[config.mk]
export PLATFORM = sky130hd
export DESIGN_NAME = acm_top
export DESIGN_NICKNAME = d
export VERILOG_FILES = /design/src/design/acm_link.v /design/src/design/acm_top.v
export VERILOG_INCLUDE_DIRS = /design/src /design/src/design
export SDC_FILE = /design/constraint.sdc
export NUM_CORES = 1
export LEC_CHECK = 0
export ABC_CLOCK_PERIOD_IN_PS = 16350
export BUFFER_PORTS_ARGS = -buffer_cell sky130_fd_sc_hd__buf_2
export CAP_MARGIN = 0
export CORE_AREA = 2 2 144 146
export DETAILED_ROUTE_END_ITERATION = 8
export DIE_AREA = 0 0 146 148
export PLACE_DENSITY_LB_ADDON = 0.2
export SLEW_MARGIN = 20
export SYNTH_ARGS = -nofsm -noshare
export SYNTH_HDL_FRONTEND = slang
export SYNTH_SLANG_ARGS = --single-unit
export TNS_END_PERCENT = 50
[constraint.sdc]
create_clock -name clock_i -period 16.35 [get_ports clock_i]
set_clock_uncertainty 0.05 [all_clocks]
set_input_delay 2.4525 -clock clock_i [delete_from_list [all_inputs] [get_ports clock_i]]
set_output_delay 2.4525 -clock clock_i [all_outputs]
set_load 0.05 [all_outputs]
[src/design/acm_defs.vh]
`ifndef ACM_DEFS_VH
`define ACM_DEFS_VH

`define ACM_IDX_RESULT 3'h0
`define ACM_IDX_STATUS 3'h1
`define ACM_IDX_CONFIG 3'h2
`define ACM_IDX_LOWER 3'h3
`define ACM_IDX_UPPER 3'h4
`define ACM_IDX_HYST 3'h5
`define ACM_IDX_LOWEST 3'h6
`define ACM_IDX_HIGHEST 3'h7

`define ACM_CFG_CT_HI 7
`define ACM_CFG_CT_LO 5
`define ACM_CFG_HOLD 4
`define ACM_CFG_FLAG_EN 3
`define ACM_CFG_PIN_EN 2
`define ACM_CFG_QUIET 1
`define ACM_CFG_POL 0
`define ACM_ST_OVER 1
`define ACM_ST_UNDER 0

`define ACM_RST_CONFIG 8'h00
`define ACM_RST_LOWER 10'h000
`define ACM_RST_UPPER 10'h3ff
`define ACM_RST_HYST 10'h000
`define ACM_RST_LOWEST 10'h3ff
`define ACM_RST_HIGHEST 10'h000

`define ACM_CLK_MHZ 250
`define ACM_QUIET_KSPS 162
`define ACM_QUIET_GAP_CYC \
  ((`ACM_CLK_MHZ * 1000 + `ACM_QUIET_KSPS - 1) / `ACM_QUIET_KSPS)
`define ACM_CYCLE_BASE_US 32
`define ACM_CYCLE_BASE_CYC (`ACM_CYCLE_BASE_US * `ACM_CLK_MHZ)

`define ACM_AHB_MAP_TOP 27'h0000000
`define ACM_DEV_ADDR 7'h50

`endif

[src/design/acm_link.v]
`timescale 1ns/1ps
`include "acm_defs.vh"
module acm_link #(
  parameter [6:0] DEV_ADDR = `ACM_DEV_ADDR
) (
  input wire clock_i, // System clock
  input wire rst_i, // Async reset, active high
  input wire scl_i, // Serial clock pin
  input wire sda_i, // Serial data pin level
  output wire sda_o, // Serial data drive level
  output reg sda_oe_o, // Serial data drive enable
  output reg sel_o, // Pulse: own address acknowledged
  output reg rw_o, // Direction of current transfer, 1 read
  output reg rx_stb_o, // Pulse: data byte received
  output reg [7:0] rx_byte_o, // Received data byte
  input wire [7:0] tx_byte_i, // Byte to send on next load
  output reg tx_load_o // Pulse: tx_byte_i consumed
);
  localparam [6:0] S_IDLE = 7'h01;
  localparam [6:0] S_ADDR = 7'h02;
  localparam [6:0] S_AACK = 7'h04;
  localparam [6:0] S_RX = 7'h08;
  localparam [6:0] S_RACK = 7'h10;
  localparam [6:0] S_TX = 7'h20;
  localparam [6:0] S_MACK = 7'h40;

  reg scl_m, scl_s, scl_p, sda_m, sda_s, sda_p;
  reg [6:0] state_reg;
  reg [7:0] sh_reg;
  reg [3:0] cnt_reg;
  wire scl_rise = scl_s & ~scl_p;
  wire scl_fall = ~scl_s & scl_p;
  wire start_ev = scl_s & scl_p & sda_p & ~sda_s;
  wire stop_ev = scl_s & scl_p & ~sda_p & sda_s;

  // Open drain: only ever pulls low
  assign sda_o = 1'b0;

  always @(posedge clock_i or posedge rst_i) begin
    if (rst_i) begin
      {scl_m, scl_s, scl_p} <= 3'h7;
      {sda_m, sda_s, sda_p} <= 3'h7;
    end else begin
      scl_m <= scl_i;
      scl_s <= scl_m;
      scl_p <= scl_s;
      sda_m <= sda_i;
      sda_s <= sda_m;
      sda_p <= sda_s;
    end
  end

  always @(posedge clock_i or posedge rst_i) begin
    if (rst_i) begin
      state_reg <= S_IDLE;
      sh_reg <= 8'h00;
      cnt_reg <= 4'h0;
      sda_oe_o <= 1'b0;
      sel_o <= 1'b0;
      rw_o <= 1'b0;
      rx_stb_o <= 1'b0;
      rx_byte_o <= 8'h00;
      tx_load_o <= 1'b0;
    end else begin
      sel_o <= 1'b0;
      rx_stb_o <= 1'b0;
      tx_load_o <= 1'b0;
      if (start_ev) begin
        state_reg <= S_ADDR;
        cnt_reg <= 4'h0;
        sda_oe_o <= 1'b0;
      end else if (stop_ev) begin
        state_reg <= S_IDLE;
        sda_oe_o <= 1'b0;
      end else begin
        case (state_reg)
          S_ADDR, S_RX: begin
            if (scl_rise && cnt_reg != 4'h8) begin
              sh_reg <= {sh_reg[6:0], sda_s};
              cnt_reg <= cnt_reg + 4'h1;
            end else if (scl_fall && cnt_reg == 4'h8) begin
              if (state_reg == S_RX) begin
                rx_stb_o <= 1'b1;
                rx_byte_o <= sh_reg;
                sda_oe_o <= 1'b1;
                state_reg <= S_RACK;
              end else if (sh_reg[7:1] == DEV_ADDR) begin
                sel_o <= 1'b1;
                rw_o <= sh_reg[0];
                sda_oe_o <= 1'b1;
                state_reg <= S_AACK;
              end else begin
                state_reg <= S_IDLE;
              end
            end
          end
          S_AACK, S_MACK: begin
            if (state_reg == S_MACK && scl_rise && sda_s) begin
              state_reg <= S_IDLE;
            end else if (scl_fall && rw_o) begin
              // Upper byte goes out first in every pair
              sh_reg <= tx_byte_i;
              sda_oe_o <= ~tx_byte_i[7];
              tx_load_o <= 1'b1;
              cnt_reg <= 4'h1;
              state_reg <= S_TX;
            end else if (scl_fall) begin
              sda_oe_o <= 1'b0;
              cnt_reg <= 4'h0;
              state_reg <= S_RX;
            end
          end
          S_RACK: begin
            if (scl_fall) begin
              sda_oe_o <= 1'b0;
              cnt_reg <= 4'h0;
              state_reg <= S_RX;
            end
          end
          S_TX: begin
            if (scl_fall && cnt_reg == 4'h8) begin
              sda_oe_o <= 1'b0;
              state_reg <= S_MACK;
            end else if (scl_fall) begin
              sh_reg <= {sh_reg[6:0], 1'b0};
              sda_oe_o <= ~sh_reg[6];
              cnt_reg <= cnt_reg + 4'h1;
            end
          end
          default: begin
            sda_oe_o <= 1'b0;
          end
        endcase
      end
    end
  end
endmodule

[src/design/acm_top.v]
// The placing of the registers and the AHB-Lite register port were decided locally.
`timescale 1ns/1ps
`include "acm_defs.vh"
module acm_top #(
  parameter [19:0] CYCLE_BASE = `ACM_CYCLE_BASE_CYC
) (
  input wire clock_i, // 250 MHz system clock
  input wire rst_i, // Async reset, active high
  input wire hsel_i, // AHB slave select
  input wire [31:0] haddr_i, // AHB address
  input wire [1:0] htrans_i, // AHB transfer type
  input wire hwrite_i, // AHB write, 1 write
  input wire [2:0] hsize_i, // AHB size, word only
  input wire [31:0] hwdata_i, // AHB write data
  input wire hready_i, // AHB bus ready
  output wire hreadyout_o, // AHB slave ready
  output wire hresp_o, // AHB response, always OKAY
  output reg [31:0] hrdata_o, // AHB read data
  input wire scl_i, // Serial clock pin
  input wire sda_i, // Serial data pin level
  output wire sda_o, // Serial data drive level
  output wire sda_oe_o, // Serial data drive enable
  output reg conv_start_o, // Pulse: start one conversion
  input wire conv_done_i, // Pulse: conversion finished
  input wire [9:0] conv_data_i, // Conversion result
  output reg osc_en_o, // Internal oscillator enable
  output reg alert_o // Out-of-range alert pin
);
  localparam [1:0] CS_IDLE = 2'b01;
  localparam [1:0] CS_BUSY = 2'b10;
  localparam integer QUIET_GAP_N = `ACM_QUIET_GAP_CYC;
  localparam [10:0] QUIET_GAP = QUIET_GAP_N[10:0];

  reg [9:0] result_reg;
  reg [1:0] status_reg;
  reg [7:0] config_reg;
  reg [9:0] lower_limit_reg;
  reg [9:0] upper_limit_reg;
  reg [9:0] hysteresis_amount_reg;
  reg [9:0] lowest_reading_reg;
  reg [9:0] highest_reading_reg;

  reg [1:0] cstate_reg;
  reg [19:0] itv_reg;
  reg [10:0] gap_reg;

  reg ahb_wr_reg;
  reg [2:0] ahb_idx_reg;
  reg ahb_in_map_reg;

  reg [2:0] ptr_reg;
  reg first_reg;
  reg lo_reg;
  reg [7:0] hi_byte_reg;
  reg tx_lo_reg;
  reg [15:0] snap_reg;

  wire lk_sel, lk_rw, lk_rx_stb, lk_tx_load;
  wire [7:0] lk_rx_byte;

  reg wr_en;
  reg [2:0] wr_idx;
  reg [15:0] wr_data;
  reg lk_wr;

  wire [2:0] cycle_time = config_reg[`ACM_CFG_CT_HI:`ACM_CFG_CT_LO];
  wire auto_mode = |cycle_time;
  wire busy = cstate_reg[1];
  wire conv_end = busy & conv_done_i;
  wire [19:0] itv_load = CYCLE_BASE << (cycle_time - 3'h1);
  wire quiet_hold = config_reg[`ACM_CFG_QUIET] & (gap_reg != 11'h000);
  wire byte_reg = (ptr_reg == `ACM_IDX_STATUS) ||
                  (ptr_reg == `ACM_IDX_CONFIG);
  wire ahb_accept = hsel_i & htrans_i[1] & hready_i;

  function [15:0] rd_word;
    input [2:0] idx;
    begin
      if (idx == `ACM_IDX_RESULT)
        rd_word = {6'h00, result_reg};
      else if (idx == `ACM_IDX_STATUS)
        rd_word = {14'h0000, status_reg};
      else if (idx == `ACM_IDX_CONFIG)
        rd_word = {8'h00, config_reg};
      else if (idx == `ACM_IDX_LOWER)
        rd_word = {6'h00, lower_limit_reg};
      else if (idx == `ACM_IDX_UPPER)
        rd_word = {6'h00, upper_limit_reg};
      else if (idx == `ACM_IDX_HYST)
        rd_word = {6'h00, hysteresis_amount_reg};
      else if (idx == `ACM_IDX_LOWEST)
        rd_word = {6'h00, lowest_reading_reg};
      else
        rd_word = {6'h00, highest_reading_reg};
    end
  endfunction

  wire [15:0] ptr_word = rd_word(ptr_reg);

  acm_link i_acm_link (
    .clock_i(clock_i),
    .rst_i(rst_i),
    .scl_i(scl_i),
    .sda_i(sda_i),
    .sda_o(sda_o),
    .sda_oe_o(sda_oe_o),
    .sel_o(lk_sel),
    .rw_o(lk_rw),
    .rx_stb_o(lk_rx_stb),
    .rx_byte_o(lk_rx_byte),
    .tx_byte_i(tx_lo_reg ? snap_reg[7:0] : snap_reg[15:8]),
    .tx_load_o(lk_tx_load)
  );

  // A link write cannot wait, so an AHB write colliding with it stalls
  assign hreadyout_o = ~(ahb_wr_reg & lk_wr);
  assign hresp_o = 1'b0;

  // One write port shared by the link and the AHB slave
  always @* begin
    lk_wr = 1'b0;
    wr_data = 16'h0000;
    if (lk_rx_stb && !first_reg) begin
      if (byte_reg) begin
        lk_wr = ~lo_reg;
        wr_data = {8'h00, lk_rx_byte};
      end else begin
        lk_wr = lo_reg;
        wr_data = {hi_byte_reg, lk_rx_byte};
      end
    end
    wr_en = lk_wr;
    wr_idx = ptr_reg;
    if (!lk_wr && ahb_wr_reg && ahb_in_map_reg) begin
      wr_en = 1'b1;
      wr_idx = ahb_idx_reg;
      wr_data = hwdata_i[15:0];
    end
  end

  always @(posedge clock_i or posedge rst_i) begin
    if (rst_i) begin
      ahb_wr_reg <= 1'b0;
      ahb_idx_reg <= 3'h0;
      ahb_in_map_reg <= 1'b0;
      hrdata_o <= 32'h00000000;
    end else if (hready_i) begin
      ahb_wr_reg <= ahb_accept & hwrite_i;
      ahb_idx_reg <= haddr_i[4:2];
      ahb_in_map_reg <= haddr_i[31:5] == `ACM_AHB_MAP_TOP;
      if (ahb_accept && !hwrite_i) begin
        if (haddr_i[31:5] == `ACM_AHB_MAP_TOP)
          hrdata_o <= {16'h0000, rd_word(haddr_i[4:2])};
        else
          hrdata_o <= 32'h00000000;
      end
    end
  end

  // Link side: pointer, byte pairing and read snapshot
  always @(posedge clock_i or posedge rst_i) begin
    if (rst_i) begin
      ptr_reg <= `ACM_IDX_RESULT;
      first_reg <= 1'b0;
      lo_reg <= 1'b0;
      hi_byte_reg <= 8'h00;
      tx_lo_reg <= 1'b0;
      snap_reg <= 16'h0000;
    end else begin
      if (lk_sel) begin
        first_reg <= ~lk_rw;
        lo_reg <= 1'b0;
        tx_lo_reg <= 1'b0;
        // One-byte registers repeat their value from the first byte on
        if (lk_rw && byte_reg)
          snap_reg <= {ptr_word[7:0], ptr_word[7:0]};
        else if (lk_rw)
          snap_reg <= ptr_word;
      end
      if (lk_rx_stb) begin
        if (first_reg) begin
          ptr_reg <= lk_rx_byte[2:0];
          first_reg <= 1'b0;
        end else begin
          hi_byte_reg <= lk_rx_byte;
          lo_reg <= ~lo_reg;
        end
      end
      if (lk_tx_load) begin
        if (byte_reg) begin
          snap_reg <= {ptr_word[7:0], ptr_word[7:0]};
        end else if (tx_lo_reg) begin
          // Fresh snapshot for the next pair
          snap_reg <= ptr_word;
          tx_lo_reg <= 1'b0;
        end else begin
          tx_lo_reg <= 1'b1;
        end
      end
    end
  end

  // Periodic conversion control
  always @(posedge clock_i or posedge rst_i) begin
    if (rst_i) begin
      cstate_reg <= CS_IDLE;
      itv_reg <= 20'h00000;
      gap_reg <= 11'h000;
      conv_start_o <= 1'b0;
      osc_en_o <= 1'b0;
    end else begin
      conv_start_o <= 1'b0;
      osc_en_o <= auto_mode | busy;
      if (gap_reg != 11'h000)
        gap_reg <= gap_reg - 11'h001;
      if (!auto_mode)
        itv_reg <= 20'h00000;
      else if (itv_reg != 20'h00000)
        itv_reg <= itv_reg - 20'h00001;
      case (cstate_reg)
        CS_IDLE: begin
          // Quiet reading spaces starts at least one gap apart
          if (auto_mode && itv_reg == 20'h00000 && !quiet_hold) begin
            conv_start_o <= 1'b1;
            cstate_reg <= CS_BUSY;
            itv_reg <= itv_load - 20'h00001;
            gap_reg <= QUIET_GAP - 11'h001;
          end
        end
        CS_BUSY: begin
          if (conv_done_i)
            cstate_reg <= CS_IDLE;
        end
        default: begin
          cstate_reg <= CS_IDLE;
        end
      endcase
    end
  end

  // Register file, result handling and alert evaluation
  reg over_set, under_set, over_hclr, under_hclr;
  reg [10:0] up_band, low_band;
  reg [1:0] w1c;
  always @* begin
    up_band = {1'b0, upper_limit_reg} - {1'b0, hysteresis_amount_reg};
    low_band = {1'b0, lower_limit_reg} + {1'b0, hysteresis_amount_reg};
    over_set = conv_end & config_reg[`ACM_CFG_FLAG_EN] &
               (conv_data_i > upper_limit_reg);
    under_set = conv_end & config_reg[`ACM_CFG_FLAG_EN] &
                (conv_data_i < lower_limit_reg);
    over_hclr = conv_end & ~config_reg[`ACM_CFG_HOLD] & ~up_band[10] &
                ({1'b0, conv_data_i} < up_band);
    under_hclr = conv_end & ~config_reg[`ACM_CFG_HOLD] &
                 ({1'b0, conv_data_i} > low_band);
    w1c = (wr_en && wr_idx == `ACM_IDX_STATUS) ? wr_data[1:0] : 2'b00;
  end

  always @(posedge clock_i or posedge rst_i) begin
    if (rst_i) begin
      result_reg <= 10'h000;
      status_reg <= 2'b00;
      config_reg <= `ACM_RST_CONFIG;
      lower_limit_reg <= `ACM_RST_LOWER;
      upper_limit_reg <= `ACM_RST_UPPER;
      hysteresis_amount_reg <= `ACM_RST_HYST;
      lowest_reading_reg <= `ACM_RST_LOWEST;
      highest_reading_reg <= `ACM_RST_HIGHEST;
    end else begin
      if (conv_end)
        result_reg <= conv_data_i;
      // A new violation wins over a clear in the same cycle
      status_reg[`ACM_ST_OVER] <= over_set |
        (status_reg[`ACM_ST_OVER] & ~w1c[`ACM_ST_OVER] & ~over_hclr);
      status_reg[`ACM_ST_UNDER] <= under_set |
        (status_reg[`ACM_ST_UNDER] & ~w1c[`ACM_ST_UNDER] & ~under_hclr);
      if (wr_en && wr_idx == `ACM_IDX_CONFIG)
        config_reg <= wr_data[7:0];
      if (wr_en && wr_idx == `ACM_IDX_LOWER)
        lower_limit_reg <= wr_data[9:0];
      if (wr_en && wr_idx == `ACM_IDX_UPPER)
        upper_limit_reg <= wr_data[9:0];
      if (wr_en && wr_idx == `ACM_IDX_HYST)
        hysteresis_amount_reg <= wr_data[9:0];
      if (wr_en && wr_idx == `ACM_IDX_LOWEST)
        lowest_reading_reg <= wr_data[9:0];
      else if (conv_end && conv_data_i < lowest_reading_reg)
        lowest_reading_reg <= conv_data_i;
      if (wr_en && wr_idx == `ACM_IDX_HIGHEST)
        highest_reading_reg <= wr_data[9:0];
      else if (conv_end && conv_data_i > highest_reading_reg)
        highest_reading_reg <= conv_data_i;
    end
  end

  // Pin polarity bit picks active high or active low
  always @(posedge clock_i or posedge rst_i) begin
    if (rst_i)
      alert_o <= 1'b1;
    else
      alert_o <= ~config_reg[`ACM_CFG_POL] ^
        (config_reg[`ACM_CFG_PIN_EN] & (|status_reg));
  end
endmodule

# ---- Word-level counts from Yosys, hierarchy flattened
# Cells that the tools add are included.
dict set report classes {
  addsub 7
  magnitude_cmp 6
  n_eq_ne 48
  shift 1
  n_mux 112
  bitwise_logic 50
  n_reduce_logical 51
}
# operator n
set ops {}
lappend ops {{10-bit 2-to-1 mux} 21}
lappend ops {{16-bit 2-to-1 mux} 7}
lappend ops {{20-bit 2-to-1 mux} 4}
lappend ops {{7-bit 2-to-1 mux} 9}
lappend ops {{8-bit 2-to-1 mux} 6}
lappend ops {{1-bit 2-to-1 mux} 44}
lappend ops {{20-bit by 1-bit subtractor with 20-bit output (second input constant)} 2}
lappend ops {{11-bit 2-to-1 mux} 3}
lappend ops {{4-bit 2-to-1 mux} 8}
lappend ops {{3-bit == test (second input constant)} 10}
lappend ops {{7-bit case mux with 4 select lines} 1}
lappend ops {{27-bit zero test} 1}
lappend ops {{1-bit AND} 25}
lappend ops {{8-bit case mux with 3 select lines} 1}
lappend ops {{1-bit logical AND} 21}
lappend ops {{1-bit NOT} 21}
lappend ops {{10-bit > comparator} 2}
lappend ops {{20-bit zero test} 1}
lappend ops {{10-bit less-than comparator} 2}
lappend ops {{20-bit nonzero test} 1}
lappend ops {{13-bit by 3-bit left shift with 20-bit output (first input constant)} 1}
lappend ops {{3-bit by 2-bit == test with 1-bit output (second input constant)} 6}
lappend ops {{4-bit case mux with 4 select lines} 1}
lappend ops {{7-bit == test (second input constant)} 2}
lappend ops {{other kinds (46)} 75}
dict set report word_totals {
  reg_bits 205
  in_bits 87
  wordCells 314
}

# ---- Depth between registers and ports, before layout
dict set report depth {
  depth_word 15
  ltp_mapped 15
  ltp_nobuf 15
}

# ---- By module
# From an unflattened synthesis, not the netlist that was laid out.
dict set report hier_totals {
  cells_unflattened 1370
  hier_area_um2 13000.0
}
# module n_inst cells_per_inst area_each_um2
set modules_own_cells {}
lappend modules_own_cells {acm_top 1 1169 10880.4}
lappend modules_own_cells {acm_link 1 201 2119.5}

# ---- Worst setup path after synthesis
# No wires, ideal clock.
dict set report synth_timing {
  path_type {input to register}
  start {input conv_data_i[9]}
  end {register highest_reading_reg[2]}
  setup_ns 0.125
  arrival_time_ns 4.380
  setup_slack_ns 11.796
  stages 8
  path_cell_list {ha_1 > and4_1 > and3_1 > a31oi_1 > and2_1 > buf_1 > mux2_2 > mux2_2}
}
dict set report synth_via {
  elab_chain_cells 3
}
# item line_no
set synth_lines {}
lappend synth_lines {{start, declared} acm_top.v:25} ;# input wire [9:0] conv_data_i,
lappend synth_lines {{10-bit > comparator} acm_top.v:291} ;# else if (conv_end && conv_data_i > highest_reading_reg)
lappend synth_lines {{1-bit logical AND} acm_top.v:291}
lappend synth_lines {{2-bit nonzero test (no line)} --}
lappend synth_lines {{end signal, assigned} acm_top.v:268} ;# highest_reading_reg <= `ACM_RST_HIGHEST;
lappend synth_lines {{end signal, assigned} acm_top.v:290} ;# highest_reading_reg <= wr_data[9:0];
lappend synth_lines {{end signal, assigned} acm_top.v:292} ;# highest_reading_reg <= conv_data_i;
lappend synth_lines {{end, declared} acm_top.v:41} ;# reg [9:0] highest_reading_reg;
# Every way passes these cells.
# A chain may end at the register's enable or synchronous reset.

# ---- Final worst setup path
dict set report layout_timing {
  start {register ptr_reg[2]}
  end {output hreadyout_o}
}
dict set report layout_via {
  elab_chain_cells 6
}
# item line_no
set layout_lines {}
lappend layout_lines {{start, declared} acm_top.v:51} ;# reg [2:0] ptr_reg;
lappend layout_lines {{start signal, assigned} acm_top.v:163} ;# ptr_reg <= `ACM_IDX_RESULT;
lappend layout_lines {{start signal, assigned} acm_top.v:182} ;# ptr_reg <= lk_rx_byte[2:0];
lappend layout_lines {{3-bit by 1-bit == test with 1-bit output (no line) / 3-bit by 2-bit == test with 1-bit output (equally long branches)} --}
lappend layout_lines {{1-bit logical OR (*)} acm_top.v:72} ;# wire byte_reg = (ptr_reg == `ACM_IDX_STATUS) ||
lappend layout_lines {{1-bit 2-to-1 mux (*)} acm_top.v:124} ;# if (byte_reg) begin
lappend layout_lines {{1-bit 2-to-1 mux (*)} acm_top.v:123} ;# if (lk_rx_stb && !first_reg) begin
lappend layout_lines {{1-bit AND (*)} acm_top.v:116} ;# assign hreadyout_o = ~(ahb_wr_reg & lk_wr);
lappend layout_lines {{1-bit NOT (*)} acm_top.v:116}
lappend layout_lines {{end, declared} acm_top.v:16} ;# output wire hreadyout_o,
# Every way passes the cells marked *; elsewhere a longest branch is shown, timed or not.

==> summary by stage <==
GRT
The first global-routing pass estimated 53700 um of wire. The layer with the highest usage is met2. The met3 demand-to-capacity share in global routing is 5.65%. The routing usage on met2 is 52.2%. Global routing used 41.0% of the available met1 tracks. Global routing used 31.7% of the available tracks across all layers. Summed over all layers, the global routing overflow is 0.

The initial antenna violation count is 0. Entering global routing, the biggest net connects 106 pins. The via count of the first global-routing pass is 9887.

Hold path
The worst hold path belongs to the class flip-flop to flip-flop.

Floorplan
During I/O placement, the number of pins put on the boundary was 126. The y dimension of the die is 148 um. The die is 146 um wide. The area of the die is 0.0216 sq mm.

The row count is 52. The starting density of the core is 64.2%. In this run the standard cell core region covers 0.0200 sq mm.

STA
The smallest setup slack after layout is 11.25 ns. Summed over all failing endpoints, the final setup total negative slack is 0 ns. Setup repair after global routing left no endpoint under its margin. The number of failing setup endpoints in the final timing report is 0.

The actual slew at the worst max-slew pin is 1.08 ns. The worst slew margin relative to its limit is 25.7%. For the finished layout, the period the worst path requires is 5.10 ns. The timing-limited maximum frequency is 196 MHz. The worst-case hold slack is 0.305 ns. The final critical-path share of the clock period is 31.2%. The number of hold violations in the final report was 0.

The number of max-slew violations in the final report came to 0.

Drt
The detailed router's first-iteration violation count is 973. The residual antenna-violating net count after detailed routing is 0. The detailed-route DRC error count is 0. The per-cell routed wire length is 20.0 um. The final layout contains routed wiring with a total length of 33400 um.

Across all layers, the routed design uses 10.4k vias. The number of detailed-routing iterations run before antenna repair is 6. The via density per instance is 6.24.

Pwr
Summing internal, switching and leakage power gives 1.14 mW. The peak supply drop is 0.0000725 V. For this design the ratio of total power to cell area is 82.0 mW/mm^2. The leakage power is 6.22 nW.

Synthesis
The sequential share of the synthesized area is 35.9%. Synthesis produced 1336 cells. The average instance in the mapped netlist occupies 9.62 sq um. The post-synthesis register bit count is 183. The yosys synthesis warning count is 0. The count of distinct cell types in the synthesized netlist is 91. The predominant post-synthesis flop cell is sky130_fd_sc_hd__dfrtp_1. The mapped netlist covers 0.0129 sq mm. In this run, synthesis inferred 0 flip-flops with an integrated enable. After synthesis, the share of flip-flops with an asynchronous set or reset is 100%.

CTS
The clock net sink count is 183. Buffers inserted to repair hold after CTS numbered 0. The clock reaches the later pin of the worst-skew pair after 0.45 ns. The number of buffers inserted during clock tree synthesis is 17. TritonCTS built the clock tree. The maximum buffer depth of the clock tree is 2. The clock tree root buffer cell is sky130_fd_sc_hd__clkbuf_16.

The number of H-tree levels is 4. The number of resized instances in the post-cts repair step is 0. The setup fix buffers added after clock tree synthesis is 0.

The clock-pin slew on the worst setup and hold paths is 0.06 ns.

Setup path
STA classifies the critical path startpoint as a flip-flop. By startpoint and endpoint, the worst setup path is classified as flip-flop to output port. At the worst endpoint, the required time is 13.85 ns.

STA puts the critical path data arrival time at 2.59 ns. Of all nets on the critical path, the largest fanout is 23. The endpoint kind of the worst setup timing path is an output port.

Final layout
The number of nets in the layout is 1566. The number of flip-flops under the largest register name is 20. In the final layout, the share of cells above drive strength 1 is 21.1%. The area growth from synthesis to layout is 8.48%. The repair_antennas step left the layout with diodes totalling 0.

Run status
The flow ran to the end, and the final reports show no timing, DRC or antenna violations.

Run
Across the run, the number of max-cap violations was 0.

Placement
The detailed placer's ending HPWL is 24000 um. Before CTS, the worst setup slack after placement is 11.21 ns. At the end of routability-driven placement, the weighted congestion stood at 0.978. Buffers placed on the I/O ports in this run total 73.
==> critical path: stages, from the launching register on <==
cell and delay, ns:
sky130_fd_sc_hd__dfrtp_1 0.95, sky130_fd_sc_hd__inv_1 0.45, sky130_fd_sc_hd__o21ai_2 0.28, sky130_fd_sc_hd__xnor2_1 0.16, sky130_fd_sc_hd__nand3_1 0.08, sky130_fd_sc_hd__buf_2 0.21
==> power by group <==
group / total (mW) / internal (mW) / switching, mW / leakage, nW
Combinational: 0.166 / 0.0695 / 0.0967 / 3.56
Sequential: 0.513 / 0.482 / 0.0313 / 2.34
Clock: 0.465 / 0.280 / 0.184 / 0.318
Total: 1.14 / 0.832 / 0.312 / 6.22
==> final cells by class <==
cell class | instances | area (sq um)
inverter | 91 | 354
timing repair buffer | 80 | 430
clock buffer | 21 | 460
multi-input combinational | 1013 | 7560
fill | 1579 | 6090
sequential | 183 | 4620
clock inverter | 11 | 194
tap | 270 | 338
==> layer usage <==
| metal | share of wire, % | up-vias | routed length (um) |
|---|---|---|---|
| li1 | - | 4883 | - |
| met1 | 41 | 5044 | 13800 |
| met2 | 48 | 396 | 16000 |
| met3 | 6.1 | 85 | 2030 |
| met4 | 4.7 | 0 | 1570 |
| met5 | 0 | - | 0 |
==> metrics by stage <==
| step | cells | util, % | instance area, sq um |
|---|---|---|---|
| 6_report | 1669 | 69.6 | 13900 |
| 3_3_place_gp | 1636 | 66.2 | 13300 |
| 5_1_grt | 1669 | 69.6 | 13900 |
| 2_1_floorplan | 1359 | - | 12900 |
| 3_5_place_dp | 1636 | 66.2 | 13300 |
| 4_1_cts | 1668 | 69.5 | 13900 |
==> cells in the final DEF (no fill, tap or decap), drive strengths merged, types with 11 or more instances in the layout <==
cell    count
nor3       30
mux2       99
a211oi     17
nor2       78
o22ai      13
inv        92
dfrtp     154
nand2     124
nand3      34
ha         91
nand2b     20
a21o       11
conb       24
mux4       13
xor2       22
nor4       13
a21oi      58
clkbuf     21
o21ai     110
nor2b      24
xnor2      26
buf        80
mux2i      40
nand4      13
dfstp      29
==> worst paths after layout <==
check	start	end	slack, ns	cells past startpoint
worst max register to register	config_reg[6]	itv_reg[10]	12.90	12
worst max-delay path	ptr_reg[2]	hreadyout_o	11.25	5
worst min register to register	i_acm_link.sda_m	i_acm_link.sda_s	0.31	0
worst min-delay path	i_acm_link.sda_m	i_acm_link.sda_s	0.31	0
min in group asynchronous	rst_i	i_acm_link.cnt_reg[1]	2.06	2
max in group asynchronous	rst_i	lowest_reading_reg[6]	12.88	4
==> cell families after synthesis <==
family / count (synthesis) / share of synthesized area (%)
other: 1 / 0.0292
adders and majority gates: 93 / 9.17
muxes: 152 / 14.1
AOI/OAI and AO/OA: 301 / 15.4
DFF: 183 / 35.9
buffers and inverters: 163 / 6.02
xor gates and xnor gates: 48 / 3.33
and+or+nand+nor: 395 / 16.1
==> cells in the mapped netlist (all sizes together) (11+ instances only) <==
cell | number | area (sq um)
a211oi | 17 | 128
a21o | 11 | 82.6
a21oi | 58 | 302
buf | 49 | 335
clkbuf | 22 | 82.6
dfrtp | 154 | 3850
dfstp | 29 | 762
ha | 91 | 1140
inv | 90 | 338
mux2 | 99 | 1110
mux2i | 40 | 404
mux4 | 13 | 293
nand2 | 124 | 468
nand2b | 20 | 125
nand3 | 34 | 180
nand4 | 13 | 81.3
nor2 | 78 | 332
nor2b | 24 | 150
nor3 | 30 | 160
nor4 | 13 | 118
o21ai | 110 | 596
o22ai | 13 | 87.6
xnor2 | 26 | 235
xor2 | 22 | 193
No activity file was read; power rests on OpenSTA's default activity.
